**config.mk**
```make
export PLATFORM = sky130hd
export DESIGN_NAME = mfd_top
export DESIGN_NICKNAME = d
export VERILOG_FILES = /design/src/shared/mfd_pkg.sv /design/src/shared/mfd_flow_if.sv /design/src/mfd_flow.sv /design/src/mfd_top.sv
export VERILOG_INCLUDE_DIRS = /design/src /design/src/shared
export SDC_FILE = /design/constraint.sdc
export NUM_CORES = 1
export LEC_CHECK = 0
export BUFFER_PORTS_ARGS = -buffer_cell sky130_fd_sc_hd__buf_2
export CAP_MARGIN = 10
export CORE_MARGIN = 10
export CORE_UTILIZATION = 45
export DETAILED_ROUTE_END_ITERATION = 16
export PLACE_DENSITY = 0.71
export SLEW_MARGIN = 20
export SYNTH_ARGS = -nofsm -noshare
export SYNTH_HDL_FRONTEND = slang
export SYNTH_SLANG_ARGS = --single-unit
```
**constraint.sdc**
```tcl
create_clock -name clk -period 2.01 [get_ports clk]
set_clock_uncertainty 0.2 [all_clocks]
set_input_delay 0.1005 -clock clk [delete_from_list [all_inputs] [get_ports clk]]
set_output_delay 0.1005 -clock clk [all_outputs]
set_load 0.02 [all_outputs]
```
**src/shared/mfd_regs.svh**
```systemverilog
// register offsets, field positions and timing counts of the MAC default-control block
`ifndef MFD_REGS_SVH
`define MFD_REGS_SVH

`define MFD_OFF_FILTER      4'h0
`define MFD_OFF_FLOW        4'h4
`define MFD_OFF_TXCFG       4'h8
`define MFD_OFF_STATUS      4'hC

`define MFD_BIT_FILTER_ON   0
`define MFD_BIT_RX_HONOR    0
`define MFD_BIT_TX_SEND     1
`define MFD_BIT_TX_RESET    0
`define MFD_BIT_HALF_DUPLEX 1
`define MFD_BIT_INHIBIT     0
`define MFD_BIT_SEND_BUSY   1
`define MFD_BIT_FULL_DUPLEX 2

`define MFD_READ_UNMAPPED   32'h0000_0000
`define MFD_QUANTUM_CYCLES  16

`endif

```
**src/shared/mfd_pkg.sv**
```systemverilog
// types shared by the MAC default-control modules
package mfd_pkg;

  typedef enum logic [2:0] {
    mfd_reg_filter = 3'h0,
    mfd_reg_flow   = 3'h1,
    mfd_reg_txcfg  = 3'h2,
    mfd_reg_status = 3'h3,
    mfd_reg_none   = 3'h4
  } mfd_reg_t;

  // gray along idle -> send -> hold
  typedef enum logic [1:0] {
    mfd_tx_idle = 2'h0,
    mfd_tx_send = 2'h1,
    mfd_tx_hold = 2'h3
  } mfd_tx_state_t;

  typedef struct packed {
    logic        served;
    logic [31:0] readdata;
    logic        filter_on;
    logic        rx_honor;
    logic        tx_send;
    logic        tx_rst;
    logic        half_dup;
  } mfd_top_state_t;

  typedef struct packed {
    logic [15:0]   pause_cnt;
    logic [15:0]   tick_cnt;
    logic          fwd;
    logic          req_prev;
    mfd_tx_state_t tx_state;
  } mfd_flow_state_t;

endpackage

```
**src/shared/mfd_flow_if.sv**
```systemverilog
// configuration and status passed between register file and flow-control engine
`timescale 1ns/1ps
interface mfd_flow_if;
  logic rx_honor_en;
  logic tx_send_en;
  logic full_duplex;
  logic tx_in_reset;
  logic inhibit;
  logic send_busy;

  modport cfg  (output rx_honor_en, output tx_send_en, output full_duplex,
                output tx_in_reset, input inhibit, input send_busy);
  modport flow (input rx_honor_en, input tx_send_en, input full_duplex,
                input tx_in_reset, output inhibit, output send_busy);
endinterface

```
**src/mfd_flow.sv**
```systemverilog
// pause honouring on receive and pause-frame requests on transmit
`timescale 1ns/1ps
`include "mfd_regs.svh"
module mfd_flow #(
  parameter int quantum_cycles = `MFD_QUANTUM_CYCLES
) (
  // clock and synchronised reset
  input  wire logic        clk,
  input  wire logic        nrst_sync,
  // configuration
  mfd_flow_if.flow         fl,
  // receive side
  input  wire logic        rx_ctrl_frame,
  input  wire logic [15:0] rx_pause_quanta,
  output logic             rx_ctrl_forward,
  output logic             tx_inhibit,
  // transmit side
  input  wire logic        client_pause_request,
  output logic             pause_send_req,
  input  wire logic        pause_send_ack
);

  if (quantum_cycles < 1 || quantum_cycles > 65535) begin : g_chk
    $error("quantum_cycles out of range");
  end

  localparam logic [15:0] TICK_LAST = 16'(quantum_cycles - 1);

  mfd_pkg::mfd_flow_state_t st;
  mfd_pkg::mfd_flow_state_t next_st;
  logic rx_active;
  logic tx_active;

  // half duplex disables both directions; transmitter reset disables only the transmit side
  assign rx_active = fl.rx_honor_en & fl.full_duplex;
  assign tx_active = fl.tx_send_en & fl.full_duplex & ~fl.tx_in_reset;

  always_comb begin
    next_st = st;
    next_st.req_prev = client_pause_request;
    next_st.fwd = rx_ctrl_frame & ~rx_active;
    if (st.pause_cnt != 16'h0) begin
      if (st.tick_cnt == TICK_LAST) begin
        next_st.tick_cnt = 16'h0;
        next_st.pause_cnt = st.pause_cnt - 16'h1;
      end else begin
        next_st.tick_cnt = st.tick_cnt + 16'h1;
      end
    end
    if (rx_ctrl_frame & rx_active) begin
      next_st.pause_cnt = rx_pause_quanta;
      next_st.tick_cnt = 16'h0;
    end
    if (!fl.full_duplex) begin
      next_st.pause_cnt = 16'h0;
    end
    case (st.tx_state)
      mfd_pkg::mfd_tx_idle: begin
        if (client_pause_request & ~st.req_prev & tx_active) begin
          next_st.tx_state = mfd_pkg::mfd_tx_send;
        end
      end
      mfd_pkg::mfd_tx_send: begin
        if (!tx_active) begin
          next_st.tx_state = mfd_pkg::mfd_tx_idle;
        end else if (pause_send_ack) begin
          next_st.tx_state = mfd_pkg::mfd_tx_hold;
        end
      end
      mfd_pkg::mfd_tx_hold: begin
        // one frame per request; wait for the client to let go
        if (!client_pause_request) begin
          next_st.tx_state = mfd_pkg::mfd_tx_idle;
        end
      end
      default: begin
        next_st.tx_state = mfd_pkg::mfd_tx_idle;
      end
    endcase
  end

  always_ff @(posedge clk or negedge nrst_sync) begin
    if (!nrst_sync) begin
      st <= '0;
    end else begin
      st <= next_st;
    end
  end

  assign rx_ctrl_forward = st.fwd;
  assign tx_inhibit      = st.pause_cnt != 16'h0;
  assign pause_send_req  = st.tx_state == mfd_pkg::mfd_tx_send;
  assign fl.inhibit      = tx_inhibit;
  assign fl.send_busy    = pause_send_req;
endmodule

```
**src/mfd_top.sv**
```systemverilog
// register file and defaults for address filter, flow control and transmitter reset
// How it works
// - with management port present, software toggles the address filter by register write.
// - without management port, filter mode stays at its static default.
// - filter default option sets reset value of filter-on bit; true enables filtering.
// - receive flow control on in full duplex: pause frames inhibit transmitter, not forwarded.
// - receive flow control off: pause frames go to client and do not pause the transmitter.
// - transmit flow control on in full duplex, transmitter out of reset: client request produces one pause frame.
// - transmit flow control off: client pause requests are ignored.
// - transmitter reset bit holds transmitter reset and restores its configuration defaults.
// - static options give reset values of both flow enables; software may overwrite only with management port present.
// - half-duplex bit set selects half duplex, clear selects full duplex.
`timescale 1ns/1ps
`include "mfd_regs.svh"
module mfd_top #(
  parameter bit management_port_present   = 1'b1,
  parameter bit filter_default_on         = 1'b1,
  parameter bit rx_pause_honor_default    = 1'b1,
  parameter bit tx_pause_send_default     = 1'b1,
  parameter bit transmitter_reset_default = 1'b0,
  parameter bit tx_half_duplex_default    = 1'b0,
  parameter int quantum_cycles            = `MFD_QUANTUM_CYCLES
) (
  // clock and reset
  input  wire logic        clk,
  input  wire logic        nrst,
  // avalon-mm slave
  input  wire logic [3:0]  avs_address,
  input  wire logic        avs_read,
  input  wire logic        avs_write,
  input  wire logic [31:0] avs_writedata,
  output logic      [31:0] avs_readdata,
  output logic             avs_waitrequest,
  // configuration outputs
  output logic             filter_enable,
  output logic             tx_reset,
  output logic             tx_half_duplex,
  // receive side
  input  wire logic        rx_ctrl_frame,
  input  wire logic [15:0] rx_pause_quanta,
  output logic             rx_ctrl_forward,
  output logic             tx_inhibit,
  // transmit side
  input  wire logic        client_pause_request,
  output logic             pause_send_req,
  input  wire logic        pause_send_ack
);

  mfd_pkg::mfd_top_state_t st;
  mfd_pkg::mfd_top_state_t next_st;
  logic [1:0]              rst_pipe;
  logic                    nrst_sync;
  logic                    req;
  mfd_pkg::mfd_reg_t       sel;
  mfd_flow_if              fl ();

  function automatic mfd_pkg::mfd_reg_t decode(input logic [3:0] a);
    case (a)
      `MFD_OFF_FILTER: decode = mfd_pkg::mfd_reg_filter;
      `MFD_OFF_FLOW:   decode = mfd_pkg::mfd_reg_flow;
      `MFD_OFF_TXCFG:  decode = mfd_pkg::mfd_reg_txcfg;
      `MFD_OFF_STATUS: decode = mfd_pkg::mfd_reg_status;
      default:         decode = mfd_pkg::mfd_reg_none;
    endcase
  endfunction

  // reset released through two flops; assertion stays asynchronous
  always_ff @(posedge clk or negedge nrst) begin
    if (!nrst) begin
      rst_pipe <= 2'h0;
    end else begin
      rst_pipe <= {rst_pipe[0], 1'b1};
    end
  end
  assign nrst_sync = rst_pipe[1];

  assign req = avs_read | avs_write;
  assign sel = decode(avs_address);

  always_comb begin
    next_st = st;
    // one wait cycle per access; read data latched in that cycle
    next_st.served = req & ~st.served;
    if (req && !st.served) begin
      next_st.readdata = 32'h0000_0000;
      case (sel)
        mfd_pkg::mfd_reg_filter: begin
          next_st.readdata[`MFD_BIT_FILTER_ON] = st.filter_on;
        end
        mfd_pkg::mfd_reg_flow: begin
          next_st.readdata[`MFD_BIT_RX_HONOR] = st.rx_honor;
          next_st.readdata[`MFD_BIT_TX_SEND]  = st.tx_send;
        end
        mfd_pkg::mfd_reg_txcfg: begin
          next_st.readdata[`MFD_BIT_TX_RESET]    = st.tx_rst;
          next_st.readdata[`MFD_BIT_HALF_DUPLEX] = st.half_dup;
        end
        mfd_pkg::mfd_reg_status: begin
          next_st.readdata[`MFD_BIT_INHIBIT]     = fl.inhibit;
          next_st.readdata[`MFD_BIT_SEND_BUSY]   = fl.send_busy;
          next_st.readdata[`MFD_BIT_FULL_DUPLEX] = fl.full_duplex;
        end
        default: begin
          next_st.readdata = `MFD_READ_UNMAPPED;
        end
      endcase
    end
    // writes are accepted but dropped when no management port exists
    if (avs_write && st.served && management_port_present) begin
      case (sel)
        mfd_pkg::mfd_reg_filter: begin
          next_st.filter_on = avs_writedata[`MFD_BIT_FILTER_ON];
        end
        mfd_pkg::mfd_reg_flow: begin
          next_st.rx_honor = avs_writedata[`MFD_BIT_RX_HONOR];
          next_st.tx_send  = avs_writedata[`MFD_BIT_TX_SEND];
        end
        mfd_pkg::mfd_reg_txcfg: begin
          next_st.tx_rst   = avs_writedata[`MFD_BIT_TX_RESET];
          next_st.half_dup = avs_writedata[`MFD_BIT_HALF_DUPLEX];
        end
        default: begin
          next_st.served = 1'b0;
        end
      endcase
    end
    // reset bit itself stays so software can release the transmitter
    if (next_st.tx_rst) begin
      next_st.half_dup = tx_half_duplex_default;
    end
  end

  always_ff @(posedge clk or negedge nrst_sync) begin
    if (!nrst_sync) begin
      st.served    <= 1'b0;
      st.readdata  <= 32'h0000_0000;
      st.filter_on <= filter_default_on;
      st.rx_honor  <= rx_pause_honor_default;
      st.tx_send   <= tx_pause_send_default;
      st.tx_rst    <= transmitter_reset_default;
      st.half_dup  <= tx_half_duplex_default;
    end else begin
      st <= next_st;
    end
  end

  assign avs_readdata    = st.readdata;
  assign avs_waitrequest = ~st.served;
  assign filter_enable   = st.filter_on;
  assign tx_reset        = st.tx_rst;
  assign tx_half_duplex  = st.half_dup;

  assign fl.rx_honor_en = st.rx_honor;
  assign fl.tx_send_en  = st.tx_send;
  assign fl.full_duplex = ~st.half_dup;
  assign fl.tx_in_reset = st.tx_rst;

  mfd_flow #(
    .quantum_cycles (quantum_cycles)
  ) u_flow (
    .clk                  (clk),
    .nrst_sync            (nrst_sync),
    .fl                   (fl.flow),
    .rx_ctrl_frame        (rx_ctrl_frame),
    .rx_pause_quanta      (rx_pause_quanta),
    .rx_ctrl_forward      (rx_ctrl_forward),
    .tx_inhibit           (tx_inhibit),
    .client_pause_request (client_pause_request),
    .pause_send_req       (pause_send_req),
    .pause_send_ack       (pause_send_ack)
  );
endmodule
```
Yosys cells after proc, flatten, opt, wreduce, memory -nomap -nowiden:

Cells that the tools add are included.
Widths: inputs -> output; s select.

* output and inout port bits: 39
* word-level logic and storage cells: 78
* register bits: 47

* reductions and logical operators: 18
* mux-type cells: 19
* add/subtract/negate cells: 2
* equality and inequality tests: 12
* bitwise logic cells: 14

Operators with widths (number)
* $mux 32: 2
* $mux 16: 3
* $add 16x1->16 const B: 1
* $eq 16x4->1 const B: 1
* $reduce_bool 16->1: 1
* $sub 16x1->16 const B: 1
* $mux 2: 6
* $pmux 3 s4: 1
* $and 1x1->1: 8
* $eq 4x4->1 const B: 2
* $reduce_and 2->1: 4
* $eq 3x2->1 const B: 2
* $pmux 2 s3: 1
* $reduce_bool 2->1: 3
* $reduce_bool 3->1: 2
* $not 1->1: 5
* $eq 4x3->1 const B: 1
* $logic_not 4->1: 1
* $mux 1: 4
* $pmux 1 s4: 1
* $eq 3x1->1 const B: 1
* $logic_not 3->1: 1
* $ne 3x3->1 const B: 1
* $pmux 1 s3: 1
* 10 further kinds: 11

Longest topological paths before layout:

* word-level depth: 7
* gate-level depth with buffers: 10

By module:

A second synthesis with hierarchy kept.

* cells, all modules: 299
* area, all modules: 2822.7 µm²

By module, submodules not included
* mfd_flow: times used 1, cells an instance 227, area an instance 2087.0 µm², seq. area each 900.9 µm²
* mfd_top: times used 1, cells an instance 72, area an instance 735.7 µm², seq. area each 279.0 µm²

Worst setup path after synthesis:

OpenSTA, ideal clock, no wires.

* path kind: register -> register
* start point: register u_flow.st[20] (netlist bit)
* end point: register st, in the netlist avs_readdata[0]
* library setup time: 0.121 ns
* clock period less this slack: 2.252 ns
* path buffers: 1
* cell stages (with the launch flop): 9
* data required time: 1.689 ns
* arrival: 1.931 ns
* slack: -0.242 ns
* cells stage by stage: dfrtp_1 -> inv_1 -> ha_1 -> nor4b_1 -> and4_1 -> buf_6 -> inv_4 -> mux4_2 -> a22o_1

* cells in the longest elaborated chain, start to end: 2

RTL lines
* start, declared: line mfd_flow.sv:29 `mfd_pkg::mfd_flow_state_t st;`
* start signal, assigned: line mfd_flow.sv:86 `st <= next_st;`
* $reduce_bool 16->1: line mfd_flow.sv:91 `assign tx_inhibit = st.pause_cnt != 16'h0;`
* named net tx_inhibit: line mfd_top.sv:42 `output logic tx_inhibit,`
* $pmux 1 s4: line mfd_top.sv:86 `case (sel)`
* end signal, assigned: line mfd_top.sv:143 `st <= next_st;`
* end, declared: line mfd_top.sv:49 `mfd_pkg::mfd_top_state_t st;`

The timed path passes the listed nets, and every way through them passes these cells.
A chain may end at the register's enable or synchronous reset.

Final worst setup path:

* start point: register u_flow.st[14] (netlist bit)
* end point: register u_flow.st[29] (netlist bit)

* cells in the longest elaborated chain, start to end: 3

RTL lines
* $eq 16x4->1: line mfd_flow.sv:43 `if (st.tick_cnt == TICK_LAST) begin`
* $reduce_bool 3->1 (no source line)
* $reduce_and 2->1 (no source line)

Every way passes these cells.

==> reports/results.ini <==
[job]
max-cap-violations=0

[cts]
h-tree-depth=2
clockRootBuffer=clkbuf_8
clkTransAtPathRegs_ns=0.10
clk_latency_ns=0.31
clockBufferDepth=2
cts.sinks=47
cts_tree=yes
cts-buffers-inserted=5

[route]
viasPerCell=5.570
drc_errors=0
routed-via-count=2913
drt_first_pass_iters=5
wire_per_inst_um=17.54
drtIter0Drc=273
ant_nets=0
wirelength_um=9173

[cells_and_area]
final.fill_count=408
drive_gt1_share_pct=43.97
layout.nets=509
final_common_cell=buf_4
syn_to_final_growth_pct=54.82
mostFrequentLayoutCells=buf_4 (66), dfrtp_1 (42), buf_2 (37)
antennaDiodeCount=0

[setup_path]
path_buf_inv=1
reg2reg_depth=6
r2r-end=u_flow.st[29]
critPathTopFamily=simple AND/OR/NAND/NOR gates
crit_arrival_ns=2.15
endpoint=u_flow.st[29]
critPathLaunchType=register
cp.required_ns=1.99
max_stage_delay_ns=0.47
cp_num_cells=6
path_cells=nor4_2 > buf_4 > nand4_1 > or3_4 > o211ai_1 > o21ai_1
critPathMaxFanout=5
slowest_stage=or3_4
worstSetupEndpointType=register
path_class=register to register
critical_path.startpoint=u_flow.st[14]
reg2reg_slack_ns=-0.15
r2r-start=u_flow.st[14]

[worst_hold_path]
holdCritPathClass=input pin to register
hold_depth=3

[logic_synthesis]
synth-seq-cells=47
async_reset_ff_share_pct=100.0
synth-seq-area-share_pct=42.31
ys_warn_count=0
ys_types=53
synth_edf_count=0
synth_flop_cell=dfrtp_1
synth_area_um2=2789
postSynthCellCount=309
postSynthAreaPerCell_um2=9.026

[sta]
worstMarginPinSlew_ns=0.6439
slew_headroom_pct=57.03
setup_viol=17
finalMaxSlewViolations=0
fin_crit_sh_pct=107.7
fmax_mhz=462.0
timing.final.ws_setup_ns=-0.1547
rsz0062_at_grt=yes
timing.hold.ws_ns=0.005459
hold_viol=0
finalCriticalPeriod_ns=2.165

[placement]
hpwl_um=5997
numPortBuffers=38
gp_congestion=0.9090
pre_cts_ws_ns=-0.2284

[outcome]
violations=setup timing
outcome=finished with violations

[floorplanning]
rows=28
ios=98
design.die.area_um2=9747
die_y_um=98.73
core_area_um2=5956
die_w_um=98.73
start_util_pct=46.83

[grt]
grt_overflow=0
grt_pass1_vias=2896
antenna_found_initial=0
grt_max_degree=27
gr-usage-all-layers_pct=16.66
grt_pass1_wl_um=13860

[power]
p_leak_nw=1.951
power_density_nw_per_um2=1168
peakVddDrop_v=0.0008462

## registers in the layout, summed over array words and instances, names as in the netlist
signal	flops
filter_enable	1
fl.tx_send_en	1
u_flow.st	35
tx_reset	1
st	1
fl.rx_honor_en	1
avs_readdata	3
rst_pipe	2
tx_half_duplex	1
u_flow.rx_ctrl_forward	1
## cell families (layout without fill, tap and decap cells)
logic type | count (synthesis) | in the layout | synth area share [%]
and+or+nand+nor | 120 | 120 | 22.93
adders and majority gates | 3 | 3 | 1.346
AOI/OAI and AO/OA | 74 | 74 | 16.51
other | 2 | 30 | 0.2693
muxes | 6 | 6 | 2.781
buffers and inverters | 50 | 161 | 11.66
xor gates and xnor gates | 7 | 7 | 2.198
DFF | 47 | 47 | 42.31
## cell usage after synthesis, types with 5 or more instances
cell / n / area [um^2]
a21oi_1: 14 / 70.07
a22o_1: 5 / 43.79
buf_4: 33 / 247.7
dfrtp_1: 44 / 1101
inv_1: 7 / 26.28
nand2_1: 28 / 105.1
nand3_1: 15 / 75.07
nand4_1: 5 / 31.28
nor2_1: 17 / 63.81
nor3_1: 16 / 80.08
nor4_1: 10 / 62.56
o211ai_1: 5 / 37.54
o21ai_0: 28 / 140.1
o31ai_1: 5 / 37.54
or3_1: 7 / 43.79
xor2_1: 5 / 43.79
## through the flow
step	instances	power [mW]	TNS, ns	util, %	area (um^2)
after global placement	473	3.412	-3.014	57.42	3420
after CTS	516	4.479	-0.3409	66.34	3951
final	523	5.042	-0.9689	72.50	4318
after floorplan	337	2.578	-0.5992	-	2940
after global routing	523	5.308	-3.132	72.50	4318
after detailed placement	473	3.482	-3.821	57.42	3420
## report_power, final
part / switching (mW) / internal, mW / leakage [nW]
clock network: 0.350 / 0.410 / 0.0618
registers: 0.255 / 1.19 / 0.610
logic: 1.43 / 1.41 / 1.28
total: 2.03 / 3.01 / 1.95
## worst register-to-register path, cell delays in order, from the launching register on
cell and delay (ns):
dfrtp_1 0.42, nor4_2 0.29, buf_4 0.17, nand4_1 0.23
or3_4 0.47, o211ai_1 0.17, o21ai_1 0.09
## cell type report
type	count	area (um^2)	share of cell area, %
Multi-Input combinational cell	240	1764	40.86
Sequential cell	47	1182	27.38
Timing Repair Buffer	145	1119	25.91
Tap cell	75	93.84	2.173
Clock buffer	6	82.58	1.912
Clock inverter	2	38.79	0.8983
Inverter	8	37.54	0.8693
## how the worst min path moves through the flow
stage | start | to | slack, ns
2_1_floorplan | nrst | rst_pipe[0] | -0.40
3_3_place_gp | nrst | rst_pipe[0] | -0.31
3_5_place_dp | nrst | rst_pipe[0] | -0.31
4_1_cts | avs_read | st[37] | 0.009
5_1_grt | avs_read | st[37] | 0.10
6_report | avs_read | st[37] | 0.005
## what timing repair did
action	4_1_cts	5_1_grt
buffers inserted	7	7
hold endpoints to repair	30	0
setup endpoints to repair	32	34
pin swaps	5	28
gates resized for setup	26	77
hold buffers	28	0
## routing by layer
layer  vias up  wire length (um)  track usage (%)
li1       1350                 -                -
met4         0               203            2.646
met3        25               675            4.330
met5         -                 0                0
met1      1396              3775            22.11
met2       142              4519            27.08
Note: power is estimated with default switching activity, not from simulation.
